===== config.mk =====
export PLATFORM = sky130hd
export DESIGN_NAME = spi_reference_monitor_ctrl
export DESIGN_NICKNAME = d
export VERILOG_FILES = /design/src/rtl/spi_ref_mon_pkg.sv /design/src/rtl/pin_sync.sv /design/src/rtl/spi_reference_monitor_ctrl.sv /design/src/rtl/write_fifo.sv
export SDC_FILE = /design/constraint.sdc
export NUM_CORES = 1
export LEC_CHECK = 0
export BUFFER_PORTS_ARGS = -buffer_cell sky130_fd_sc_hd__buf_2
export CAP_MARGIN = 20
export CELL_PAD_IN_SITES_DETAIL_PLACEMENT = 0
export CELL_PAD_IN_SITES_GLOBAL_PLACEMENT = 2
export CORE_MARGIN = 4
export CORE_UTILIZATION = 30
export DETAILED_ROUTE_END_ITERATION = 7
export PLACE_DENSITY_LB_ADDON = 0.1
export SLEW_MARGIN = 15
export SYNTH_ARGS = -nofsm -noshare
export SYNTH_HDL_FRONTEND = slang
export SYNTH_HIERARCHICAL = 1
export SYNTH_SLANG_ARGS = --single-unit

===== constraint.sdc =====
create_clock -name i_ref_clk -period 3.46 [get_ports i_ref_clk]
set_input_delay 0.346 -clock i_ref_clk [delete_from_list [all_inputs] [get_ports i_ref_clk]]
set_output_delay 0.346 -clock i_ref_clk [all_outputs]
set_load 0.01 [all_outputs]

===== src/rtl/spi_ref_mon_pkg.sv =====
`default_nettype none
package spi_ref_mon_pkg;

  // ----------------------------------------------------------------------
  // Widths
  // ----------------------------------------------------------------------
  localparam int unsigned ADDR_W     = 7;
  localparam int unsigned DATA_W     = 8;
  localparam int unsigned FIFO_WIDTH = ADDR_W + DATA_W;
  localparam int unsigned FIFO_DEPTH = 16;

  // ----------------------------------------------------------------------
  // Register addresses
  // ----------------------------------------------------------------------
  localparam logic [6:0] ADDR_CONFIG_A  = 7'h00;
  localparam logic [6:0] ADDR_CONFIG_B  = 7'h01;
  localparam logic [6:0] ADDR_REFERENCE = 7'h14;
  localparam logic [6:0] ADDR_MONITOR   = 7'h1A;
  localparam logic [6:0] ADDR_STATUS    = 7'h1B;

  // ----------------------------------------------------------------------
  // Field positions
  // ----------------------------------------------------------------------
  localparam int unsigned CFGA_DIR_HI_BIT  = 5;
  localparam int unsigned CFGA_DIR_LO_BIT  = 2;
  localparam int unsigned CFGB_SINGLE_BIT  = 7;
  localparam int unsigned REF_SEL_LSB      = 1;
  localparam int unsigned REF_RES_BIT      = 0;
  localparam int unsigned MON_FUNC_LSB     = 6;
  localparam int unsigned MON_BUF_BIT      = 5;
  localparam int unsigned MON_BIAS_BIT     = 4;
  localparam int unsigned MONITORED_CHANNEL_SELECT_LSB       = 0;
  localparam int unsigned STAT_FAULT_BIT   = 0;
  localparam int unsigned STAT_RES_EXT_BIT = 1;
  localparam int unsigned STAT_EMPTY_BIT   = 2;

  // ----------------------------------------------------------------------
  // Writable masks and reset values
  // ----------------------------------------------------------------------
  localparam logic [7:0] CFGA_MASK  = 8'h24;
  localparam logic [7:0] CFGB_MASK  = 8'h80;
  localparam logic [7:0] REF_MASK   = 8'h07;
  localparam logic [7:0] MON_MASK   = 8'hF7;
  localparam logic [7:0] CFGA_RESET = 8'h00;
  localparam logic [7:0] CFGB_RESET = 8'h00;
  localparam logic [7:0] REF_RESET  = 8'h02;
  localparam logic [7:0] MON_RESET  = 8'h00;

  // ----------------------------------------------------------------------
  // Encodings
  // ----------------------------------------------------------------------
  typedef enum logic [1:0] {
    REF_EXT_1V25   = 2'h0,
    REF_EXT_2V5    = 2'h1,
    REF_INT_EXPORT = 2'h2,
    REF_INT_LOCAL  = 2'h3
  } ref_sel_t;

  typedef enum logic [1:0] {
    MON_OFF     = 2'h0,
    MON_VOLTAGE = 2'h1,
    MON_CURRENT = 2'h2,
    MON_TEMP    = 2'h3
  } mon_func_t;

  typedef enum logic [2:0] {
    ST_IDLE  = 3'h1,
    ST_INSTR = 3'h2,
    ST_DATA  = 3'h4
  } spi_state_t;

endpackage
`default_nettype wire


===== src/rtl/pin_sync.sv =====
`timescale 1ns/10ps
`default_nettype none
module pin_sync #(
  parameter int unsigned WIDTH = 1
) (
  input  wire logic             i_ref_clk,
  input  wire logic             i_rst_n,
  input  wire logic             i_ce,
  input  wire logic [WIDTH-1:0] i_async,
  output logic      [WIDTH-1:0] o_sync
);

  logic [WIDTH-1:0] stage1;

  // Only the second stage reads the first one.
  always_ff @(posedge i_ref_clk or negedge i_rst_n) begin
    if (!i_rst_n) begin
      stage1 <= '0;
      o_sync <= '0;
    end else if (i_ce) begin
      stage1 <= i_async;
      o_sync <= stage1;
    end
  end

endmodule // pin_sync
`default_nettype wire


===== src/rtl/spi_reference_monitor_ctrl.sv =====
`timescale 1ns/10ps
`default_nettype none
module spi_reference_monitor_ctrl
  import spi_ref_mon_pkg::*;
(
  input  wire logic       i_ref_clk,
  input  wire logic       i_rst_n,
  input  wire logic       i_ce,
  input  wire logic       i_cs_n,
  input  wire logic       i_sclk,
  input  wire logic       i_sdi,
  input  wire logic       i_rset_low_fault,
  input  wire logic       i_commit_hold,
  output logic            o_sdo,
  output logic            o_sdo_oe,
  output logic            o_wr_fifo_ready,
  output logic            o_internal_ref_enable,
  output logic            o_ref_output_switch,
  output logic            o_internal_ref_switch,
  output logic            o_divider_select_switch,
  output logic            o_resistor_select_switch,
  output logic            o_monitor_enable,
  output logic [1:0]      o_monitor_function_select,
  output logic [2:0]      o_monitored_channel_select,
  output logic            o_mux_buffer_enable,
  output logic            o_external_bias_enable
);

  // ----------------------------------------------------------------------
  // Functions
  // ----------------------------------------------------------------------
  function automatic logic [6:0] step_addr(input logic [6:0] addr,
                                           input logic       up);
    step_addr = up ? 7'(addr + 7'h01) : 7'(addr - 7'h01);
  endfunction

  function automatic logic is_internal(input logic [1:0] sel);
    is_internal = (sel == REF_INT_EXPORT) || (sel == REF_INT_LOCAL);
  endfunction

  // ----------------------------------------------------------------------
  // Pin synchronisers
  // ----------------------------------------------------------------------
  wire  [3:0] pins_sync;
  wire        cs_n_s;
  wire        sclk_s;
  wire        sdi_s;
  wire        fault_s;

  pin_sync #(
    .WIDTH (4)
  ) u_pin_sync (
    .i_ref_clk (i_ref_clk),
    .i_rst_n   (i_rst_n),
    .i_ce      (i_ce),
    .i_async   ({i_rset_low_fault, i_sdi, i_sclk, !i_cs_n}),
    .o_sync    (pins_sync)
  );

  // Select is synchronised inverted, so a cleared stage reads deselected.
  assign cs_n_s  = !pins_sync[0];
  assign sclk_s  = pins_sync[1];
  assign sdi_s   = pins_sync[2];
  assign fault_s = pins_sync[3];

  // ----------------------------------------------------------------------
  // Registers and serial state
  // ----------------------------------------------------------------------
  logic       [7:0] config_a;
  logic       [7:0] config_b;
  logic       [7:0] reference;
  logic       [7:0] monitor;
  spi_state_t       state;
  logic             sclk_prev;
  logic             cs_n_prev;
  logic       [2:0] bit_cnt;
  logic       [7:0] shift_in;
  logic             rw;
  logic       [6:0] addr;
  logic             load_pending;
  logic       [7:0] out_shift;

  // ----------------------------------------------------------------------
  // Serial decode
  // ----------------------------------------------------------------------
  wire        sclk_rise;
  wire        sclk_fall;
  wire        cs_fall;
  wire        byte_done;
  wire  [7:0] next_shift_in;
  wire        addr_up;
  wire        single_instr;
  wire  [7:0] read_byte;
  wire  [7:0] status;

  assign sclk_rise     = !cs_n_s && !sclk_prev && sclk_s;
  assign sclk_fall     = !cs_n_s && sclk_prev && !sclk_s;
  assign cs_fall       = cs_n_prev && !cs_n_s;
  assign byte_done     = sclk_rise && (bit_cnt == 3'h7);
  assign next_shift_in = {shift_in[6:0], sdi_s};
  assign addr_up       = config_a[CFGA_DIR_HI_BIT] &&
                         config_a[CFGA_DIR_LO_BIT];
  assign single_instr  = config_b[CFGB_SINGLE_BIT];

  // ----------------------------------------------------------------------
  // Write path through the FIFO
  // ----------------------------------------------------------------------
  wire                  push_valid;
  wire                  push_ready;
  wire [FIFO_WIDTH-1:0] push_data;
  wire                  pop_valid;
  wire                  pop_ready;
  wire [FIFO_WIDTH-1:0] pop_data;
  wire            [6:0] wr_addr;
  wire            [7:0] wr_data;

  // Only whole write bytes enter, so a partial word never commits.
  assign push_valid = byte_done && (state == ST_DATA) && !rw;
  assign push_data  = {addr, next_shift_in};
  assign pop_ready  = !i_commit_hold;
  assign wr_addr    = pop_data[FIFO_WIDTH-1:DATA_W];
  assign wr_data    = pop_data[DATA_W-1:0];

  write_fifo #(
    .WIDTH (FIFO_WIDTH),
    .DEPTH (FIFO_DEPTH)
  ) u_write_fifo (
    .i_ref_clk   (i_ref_clk),
    .i_rst_n     (i_rst_n),
    .i_ce        (i_ce),
    .i_in_valid  (push_valid),
    .o_in_ready  (push_ready),
    .i_in_data   (push_data),
    .o_out_valid (pop_valid),
    .i_out_ready (pop_ready),
    .o_out_data  (pop_data)
  );

  // ----------------------------------------------------------------------
  // Read multiplexer
  // ----------------------------------------------------------------------
  wire        res_external;

  assign res_external = reference[REF_RES_BIT] && !fault_s;

  assign status = (8'h01 << STAT_FAULT_BIT)   & {8{fault_s}}
                | (8'h01 << STAT_RES_EXT_BIT) & {8{res_external}}
                | (8'h01 << STAT_EMPTY_BIT)   & {8{!pop_valid}};

  assign read_byte = (addr == ADDR_CONFIG_A)  ? config_a  :
                     (addr == ADDR_CONFIG_B)  ? config_b  :
                     (addr == ADDR_REFERENCE) ? reference :
                     (addr == ADDR_MONITOR)   ? monitor   :
                     (addr == ADDR_STATUS)    ? status    : 8'h00;

  // ----------------------------------------------------------------------
  // Serial state machine
  // ----------------------------------------------------------------------
  always_ff @(posedge i_ref_clk or negedge i_rst_n) begin
    if (!i_rst_n) begin
      state        <= ST_IDLE;
      sclk_prev    <= 1'h0;
      cs_n_prev    <= 1'h1;
      bit_cnt      <= 3'h0;
      shift_in     <= 8'h00;
      rw           <= 1'h0;
      addr         <= 7'h00;
      load_pending <= 1'h0;
    end else if (i_ce) begin
      sclk_prev <= sclk_s;
      cs_n_prev <= cs_n_s;
      if (cs_n_s) begin
        // Select high drops any partial instruction or word.
        state        <= ST_IDLE;
        bit_cnt      <= 3'h0;
        load_pending <= 1'h0;
      end else if (cs_fall) begin
        state   <= ST_INSTR;
        bit_cnt <= 3'h0;
      end else if (sclk_rise) begin
        shift_in <= next_shift_in;
        bit_cnt  <= 3'(bit_cnt + 3'h1);
        if (byte_done) begin
          case (state)
            ST_INSTR: begin
              rw           <= next_shift_in[7];
              addr         <= next_shift_in[6:0];
              state        <= ST_DATA;
              load_pending <= 1'h1;
            end
            ST_DATA: begin
              addr <= step_addr(addr, addr_up);
              if (single_instr) begin
                state        <= ST_INSTR;
                load_pending <= 1'h0;
              end else begin
                load_pending <= 1'h1;
              end
            end
            default: begin
              state <= ST_IDLE;
            end
          endcase
        end
      end else if (sclk_fall && (state == ST_DATA) && rw) begin
        load_pending <= 1'h0;
      end
    end
  end

  // ----------------------------------------------------------------------
  // Read data output
  // ----------------------------------------------------------------------
  always_ff @(posedge i_ref_clk or negedge i_rst_n) begin
    if (!i_rst_n) begin
      out_shift <= 8'h00;
      o_sdo     <= 1'h0;
      o_sdo_oe  <= 1'h0;
    end else if (i_ce) begin
      o_sdo_oe <= !cs_n_s;
      if (cs_n_s) begin
        o_sdo <= 1'h0;
      end else if (sclk_fall && (state == ST_DATA) && rw) begin
        if (load_pending) begin
          o_sdo     <= read_byte[7];
          out_shift <= {read_byte[6:0], 1'h0};
        end else begin
          o_sdo     <= out_shift[7];
          out_shift <= {out_shift[6:0], 1'h0};
        end
      end
    end
  end

  // ----------------------------------------------------------------------
  // Register file
  // ----------------------------------------------------------------------
  wire        commit;

  assign commit = pop_valid && pop_ready;

  always_ff @(posedge i_ref_clk or negedge i_rst_n) begin
    if (!i_rst_n) begin
      config_a  <= CFGA_RESET;
      config_b  <= CFGB_RESET;
      reference <= REF_RESET;
      monitor   <= MON_RESET;
    end else if (i_ce && commit) begin
      case (wr_addr)
        ADDR_CONFIG_A: begin
          config_a <= wr_data & CFGA_MASK;
        end
        ADDR_CONFIG_B: begin
          config_b <= wr_data & CFGB_MASK;
        end
        ADDR_REFERENCE: begin
          reference <= wr_data & REF_MASK;
        end
        ADDR_MONITOR: begin
          monitor <= wr_data & MON_MASK;
        end
        default: begin
          config_a <= config_a;
        end
      endcase
    end
  end

  // ----------------------------------------------------------------------
  // Analog switch and monitor controls
  // ----------------------------------------------------------------------
  wire  [1:0] ref_sel;
  wire  [1:0] mon_func;
  wire        next_internal_ref_enable;
  wire        next_ref_output_switch;
  wire        next_internal_ref_switch;
  wire        next_divider_select_switch;
  wire        next_monitor_enable;

  assign ref_sel  = reference[REF_SEL_LSB +: 2];
  assign mon_func = monitor[MON_FUNC_LSB +: 2];

  assign next_internal_ref_enable   = is_internal(ref_sel);
  assign next_ref_output_switch     = (ref_sel == REF_INT_EXPORT) ||
                                      (ref_sel == REF_EXT_1V25);
  assign next_internal_ref_switch   = is_internal(ref_sel);
  // High points the divider switch at the reference node, low at the
  // resistor divider that halves an external 2.5 V reference.
  assign next_divider_select_switch = (ref_sel != REF_EXT_2V5);
  assign next_monitor_enable        = (mon_func != MON_OFF);

  always_ff @(posedge i_ref_clk or negedge i_rst_n) begin
    if (!i_rst_n) begin
      o_wr_fifo_ready            <= 1'h0;
      o_internal_ref_enable      <= 1'h0;
      o_ref_output_switch        <= 1'h0;
      o_internal_ref_switch      <= 1'h0;
      o_divider_select_switch    <= 1'h0;
      o_resistor_select_switch   <= 1'h0;
      o_monitor_enable           <= 1'h0;
      o_monitor_function_select  <= 2'h0;
      o_monitored_channel_select <= 3'h0;
      o_mux_buffer_enable        <= 1'h0;
      o_external_bias_enable     <= 1'h0;
    end else if (i_ce) begin
      o_wr_fifo_ready            <= push_ready;
      o_internal_ref_enable      <= next_internal_ref_enable;
      o_ref_output_switch        <= next_ref_output_switch;
      o_internal_ref_switch      <= next_internal_ref_switch;
      o_divider_select_switch    <= next_divider_select_switch;
      o_resistor_select_switch   <= res_external;
      o_monitor_enable           <= next_monitor_enable;
      // Voltage, current and temperature routing follow the function code.
      o_monitor_function_select  <= mon_func;
      o_monitored_channel_select <= monitor[MONITORED_CHANNEL_SELECT_LSB +: 3];
      o_mux_buffer_enable        <= monitor[MON_BUF_BIT];
      o_external_bias_enable     <= monitor[MON_BIAS_BIT];
    end
  end

endmodule // spi_reference_monitor_ctrl
`default_nettype wire


===== src/rtl/write_fifo.sv =====
`timescale 1ns/10ps
`default_nettype none
module write_fifo #(
  parameter int unsigned WIDTH = 15,
  parameter int unsigned DEPTH = 16
) (
  input  wire logic             i_ref_clk,
  input  wire logic             i_rst_n,
  input  wire logic             i_ce,
  input  wire logic             i_in_valid,
  output logic                  o_in_ready,
  input  wire logic [WIDTH-1:0] i_in_data,
  output logic                  o_out_valid,
  input  wire logic             i_out_ready,
  output logic      [WIDTH-1:0] o_out_data
);

  localparam int unsigned PTR_W = $clog2(DEPTH);
  localparam int unsigned CNT_W = PTR_W + 1;
  localparam logic [CNT_W-1:0] FULL_COUNT = CNT_W'(DEPTH);

  logic [WIDTH-1:0] mem [DEPTH];
  logic [PTR_W-1:0] wr_ptr;
  logic [PTR_W-1:0] rd_ptr;
  logic [CNT_W-1:0] count;
  wire              push;
  wire              load;

  assign o_in_ready = (count != FULL_COUNT);
  assign push       = i_in_valid && o_in_ready;
  assign load       = (count != '0) && (!o_out_valid || i_out_ready);

  // ----------------------------------------------------------------------
  // Storage array
  // ----------------------------------------------------------------------
  always_ff @(posedge i_ref_clk) begin
    if (i_ce && push) begin
      mem[wr_ptr] <= i_in_data;
    end
  end

  // ----------------------------------------------------------------------
  // Pointers and registered output stage
  // ----------------------------------------------------------------------
  always_ff @(posedge i_ref_clk or negedge i_rst_n) begin
    if (!i_rst_n) begin
      wr_ptr      <= '0;
      rd_ptr      <= '0;
      count       <= '0;
      o_out_valid <= 1'h0;
      o_out_data  <= '0;
    end else if (i_ce) begin
      if (push) begin
        wr_ptr <= PTR_W'(wr_ptr + 1'h1);
      end
      if (load) begin
        rd_ptr      <= PTR_W'(rd_ptr + 1'h1);
        o_out_data  <= mem[rd_ptr];
        o_out_valid <= 1'h1;
      end else if (i_out_ready) begin
        o_out_valid <= 1'h0;
      end
      if (push && !load) begin
        count <= CNT_W'(count + 1'h1);
      end else if (load && !push) begin
        count <= CNT_W'(count - 1'h1);
      end
    end
  end

endmodule // write_fifo
`default_nettype wire


Yosys cells after proc, flatten, opt, wreduce, memory -nomap -nowiden
Memory sizes are Yosys's and may differ from the RTL's. A register that Yosys moved wholly into a read port is not among the register bits.
Cells that the tools add are included.
Word-level totals
  logic and storage cells: 154
  register bits after elaboration: 82
  memories kept: 1
  bits in writable memories: 240
Operators by class
  equal/unequal tests: 23
  add/sub/neg operators: 7
  bitwise logic cells: 3
  reductions and logical operators: 56
  multiplexer cells: 33
Memory list
  u_write_fifo.mem: words 16, width 15, rd ports 1, clocked after Yosys merged registers in 1, wr ports 1, line write_fifo.sv:22  | logic [WIDTH-1:0] mem [DEPTH];
Operators with widths (number)
  8-bit 2-to-1 mux: 5
  7-bit by 5-bit equality test with 1-bit output, second input constant: 5
  3-bit 2-to-1 mux: 9
  2-bit AND reduction: 10
  1-bit logical AND: 19
  7-bit by 1-bit equality test with 1-bit output, second input constant: 2
  7-bit logical NOT: 2
  7-bit one-hot mux with 2 select lines: 1
  1-bit 2-to-1 mux: 13
  3-bit != test, second input constant: 4
  6-bit AND reduction: 2
  1-bit logical NOT: 11
  5-bit 2-to-1 mux: 2
  4-bit by 1-bit adder with 4-bit output, second input constant: 2
  4-bit != test, second input constant: 2
  4-bit AND reduction: 2
  7-bit by 1-bit adder with 7-bit output, second input constant: 1
  7-bit 2-to-1 mux: 1
  7-bit by 1-bit subtractor with 7-bit output, second input constant: 1
  3-bit equality test, second input constant: 2
  3-bit one-hot mux with 2 select lines: 1
  2-bit nonzero test: 3
  5-bit by 1-bit adder with 5-bit output, second input constant: 1
  5-bit != test, second input constant: 1
  other kinds (15): 20

Depth between registers and ports, before layout
  depth after elaboration: 12
  mapped depth: 12
  gate-level depth less buffers: 12

Cells and area by module
Netlist, hierarchy kept.
By module, submodules not included
  write_fifo: cells an instance 492, instances 1, area an instance 10593.9 µm², sequential area each 7932.6 µm²
  spi_reference_monitor_ctrl: cells an instance 272, instances 1, area an instance 3012.9 µm², sequential area each 1480.2 µm²
  pin_sync: cells an instance 17, instances 1, area an instance 331.6 µm², sequential area each 200.2 µm²

Worst setup path before layout
Ideal clock, no wire load.
  kind: reg2reg
  start point: register u_write_fifo.count[1]
  end point: register u_write_fifo.count[4]
  buffers on the path: 1
  library setup time: 0.080 ns
  cell stages (with the launch flop): 12
  path slack: 0.629 ns
  arrival time: 2.751 ns
  path through: dfrtp_1 > or4_4 > buf_6 > or2_2 > and2_1 > ha_1 > inv_1 > ha_1 > a21o_1 > a21oi_1 > mux2i_1 > xnor2_1
Between the ends
  word-level cells in the longest chain between the ends: 6
  elaborated cells between the ends (all ways): 14
  classes of those cells: add/sub (2); eq/ne (1); mux (2); reduce/logical (9)
RTL lines
  start, declared: line write_fifo.sv:25  | logic [CNT_W-1:0] count;
  start signal, assigned: line write_fifo.sv:64  | count <= CNT_W'(count + 1'h1);
  start signal, assigned: line write_fifo.sv:66  | count <= CNT_W'(count - 1'h1);
  5-bit != test (*): line write_fifo.sv:29  | assign o_in_ready = (count != FULL_COUNT);
  via push_ready: line spi_reference_monitor_ctrl.sv:109  | wire push_ready;
  1-bit logical AND (*): line write_fifo.sv:30  | assign push = i_in_valid && o_in_ready;
  1-bit logical NOT: line write_fifo.sv:65  | end else if (load && !push) begin
  1-bit logical AND: line write_fifo.sv:65
  2-bit nonzero test (no line)
  2-bit AND reduction (no line)
The timed path passes the listed nets; every way through them passes the cells marked *. The select of a mux whose other input is x is not followed.
A chain may end at the register's enable or synchronous reset.

Worst setup path after layout
  start point: register state[1]
  end point: register u_write_fifo.count[4]
Between the ends
  word-level cells in the longest chain between the ends: 8
  elaborated cells between the ends (all ways): 10
  classes of those cells: eq/ne (1); mux (1); reduce/logical (8)
RTL lines
  start, declared: line spi_reference_monitor_ctrl.sv:73  | spi_state_t state;
  start signal, assigned: line spi_reference_monitor_ctrl.sv:161  | state <= ST_IDLE;
  start signal, assigned: line spi_reference_monitor_ctrl.sv:174  | state <= ST_IDLE;
  start signal, assigned: line spi_reference_monitor_ctrl.sv:178  | state <= ST_INSTR;
  3-bit equality test (*): line spi_reference_monitor_ctrl.sv:118  | assign push_valid = byte_done && (state == ST_DATA) && !rw;
  1-bit logical AND (*) (2 in a row): line spi_reference_monitor_ctrl.sv:118
  via push_valid: line spi_reference_monitor_ctrl.sv:108  | wire push_valid;
  1-bit logical AND (*): line write_fifo.sv:30
  1-bit logical NOT: line write_fifo.sv:65
  1-bit logical AND: line write_fifo.sv:65
  2-bit nonzero test (no line)
  2-bit AND reduction (no line)
The timed path passes the listed nets; every way through them passes the cells marked *.

==> summary.txt <==
Clock network
  • Worst-Skew Late Latency: 0.54 ns
  • CTS H-tree depth: 2
  • Worst-path clk slew: 0.06 ns
  • Number of CTS-inserted buffers: 37
  • Post-CTS Hold Buffers: 0
  • TritonCTS clock tree: yes
  • Post-CTS sizing: 0
  • CTS sink cnt: roughly 320
  • Max clock buf depth: 3
  • Root Driver: clkbuf_16
  • Setup bufs post-CTS: 0

Worst setup path
  • CP Max Fanout: 7
  • RR Startpoint: state[1]
  • Critical Path Start Type: flop
  • CP required: between 3 and 4 ns
  • Worst reg-to-reg setup slack: 0.46 ns
  • Crit path capture type: flop
  • Reg2Reg Capture Point: u_write_fifo/count[4]
  • FF-to-FF path depth: 11
  • CP arrival: ~3.5 ns
  • Crit path kind: flop to flop

Route
  • Final ANT Viol Nets: 0
  • Router iterations before antenna repair: 4
  • Residual DRC count: 0
  • DRT iter0 DRCs: 419
  • Met1 Wirelength: roughly 14 mm
  • Vias per cell: a little under 5
  • DR top layer: met4
  • Final WL: 31.9 mm
  • Met2 wire len: between 15 and 20 mm
  • Post-DR wirelength/cell: 22.4 um
  • Via count: 6872
  • Met3 routed WL: between 1 and 1.5 mm

Floorplan
  • Die Footprint: roughly 48000 um2
  • Initial cell density of the core: 30.6%
  • # IOs: 24
  • Die Y: 219 um
  • Die Wd: between 200 and 250 um
  • Core Footprint: about 43000 um2
  • Row count: 76

Synth
  • Avg Inst Size Synth: 17.6 um2
  • Synth Warn #: 6
  • Cells after Synth: 756
  • Mapped cell area: 13300 um2
  • Syn nets: 781

Power and ir drop
  • Fraction of power consumed by sequential logic: 51.1%
  • Power Density: between 500 and 600 nW/um2
  • Clock share of power: 47.0%
  • Static Leak: approximately 5.5 nW
  • P_int: slightly below 7 mW
  • Design Power: 8.52 mW
  • Sw Share: 20.9%
  • Max rail drop VDD: about 0.25 mV
  • NetSw: 1.78 mW
  • Logic pwr share: ~1.9%

Timing
  • Max Clk Rate: 0.334 GHz
  • Slew @ Worst Pin: 0.893 ns
  • Fin. Hold Viols: 0
  • RSZ-0062 raised after global routing: no
  • Final Critical Period: 3.00 ns
  • Final setup viols: 0
  • Final Skew: around 0.014 ns
  • Final period utilization: 86.6%
  • Pins Over Slew Limit: 0
  • Setup TNS: 0 ns
  • Max_slew headroom: between 40% and 50%

Layout
  • Share of post-route cells with drive strength above 1: about a third
  • Area growth from synthesis to layout: 16.6%
  • NumNets Final: approximately 840
  • Fillcell total: 4105

GRT
  • First-pass GRT wire length: approximately 48 mm
  • Largest net degree at the start of global routing: 80
  • Antenna violations before repair: 0
  • Vias in the first global route: 7501
  • Total track usage: 13.7%
  • Total grt overflow: 0

Run
  • Maxcap violations: 0

Worst hold path
  • Min-delay src: i_sclk
  • Min-delay worst type: input port to flop
  • Hold Path End: u_pin_sync/stage1[1]
  • Hold depth: 2

Run status
  • Outcome: finished, final reports clean

Placement
  • RePlAce Congestion: 0.763
  • Input/output buffers: 23
  • Post-detail-place hpwl: 20.9 mm
-- through the flow --
step                util (%)  std cells  setup WS (ns)  area (um2)  hold WS (ns)
finish                  35.7       1426          0.462       15500        0.0475
floorplan                  -        756          0.629       13300        0.0504
detailed placement      32.8       1357          0.436       14200         0.469
global route            35.7       1425          0.223       15500        0.0211
global placement        32.8       1357          0.476       14200         0.457
CTS                     35.7       1424          0.434       15500       0.00810
-- final cells by class --
type	count	area, um2	area share (%)
inverter	16	60.1	0.387
multi-input combinational	380	3890	25.1
clock buffer	46	1020	6.59
tap	585	732	4.72
sequential	319	9110	58.7
timing repair buffer	58	462	2.98
antenna	1	2.50	0.0161
clock inverter	21	231	1.49
-- layer usage --
layer  global-route usage [%]  up-vias
met4                     4.74        0
met5                        0        -
met1                     17.6     3590
met2                     23.6      117
li1                         -     3120
met3                     2.39       45
-- worst max-delay path by stage --
stage | from | to | slack (ns) | cells after the start
global route | state[1] | u_write_fifo/count[4] | 0.22 | 11
finish | state[1] | u_write_fifo/count[4] | 0.46 | 11
detailed placement | state[1] | u_write_fifo/count[4] | 0.44 | 11
floorplan | u_write_fifo/count[1] | u_write_fifo/count[4] | 0.63 | 11
global placement | state[1] | u_write_fifo/count[4] | 0.48 | 11
CTS | state[1] | u_write_fifo/count[4] | 0.43 | 11
-- registers in the layout, indices dropped and copies added (netlist names), 2 cells and up --
signal	cells
u_write_fifo/rd_ptr	4
o_monitor_function_select	2
u_write_fifo/mem	224
u_write_fifo/wr_ptr	4
bit_cnt	3
o_monitored_channel_select	3
out_shift	7
u_write_fifo/o_out_data	14
u_write_fifo/count	5
config_a	2
u_pin_sync/o_sync	4
state	3
reference	3
u_pin_sync/stage1	4
monitor	7
addr	7
shift_in	7
-- worst max-delay path, cell delays in order, from the launching register on --
cell,delay (ns)
dfrtp_1,0.47
or3b_2,0.59
nor3_1,0.18
buf_4,0.17
and2_1,0.12
ha_1,0.16
inv_1,0.11
fa_1,0.43
a21o_1,0.18
a21oi_1,0.18
mux2i_1,0.23
xnor2_1,0.13
-- layout by cell type, fill, tap and decap left out, types with 9 or more instances in the layout --
master	n
buf_4	28
nand2_1	28
xnor2_1	9
clkbuf_16	39
nor2_1	15
o22ai_2	12
dfrtp_1	90
ha_1	16
buf_2	22
mux2_2	48
mux2_4	9
a21oi_2	9
o21ai_0	14
a21oi_1	14
inv_1	16
mux4_2	56
and2_1	20
o22ai_1	19
edfxtp_1	224
-- power groups by stage --
stage / Sequential, mW / Combinational, mW / Clock (mW)
after floorplan: 4.34 / 0.113 / 0
after global placement: 4.43 / 0.161 / 0
after detailed placement: 4.44 / 0.163 / 0
after CTS: 4.37 / 0.164 / 4.13
after global routing: 4.38 / 0.182 / 4.31
final: 4.36 / 0.161 / 4.01
No activity file was read; power rests on OpenSTA's default activity.
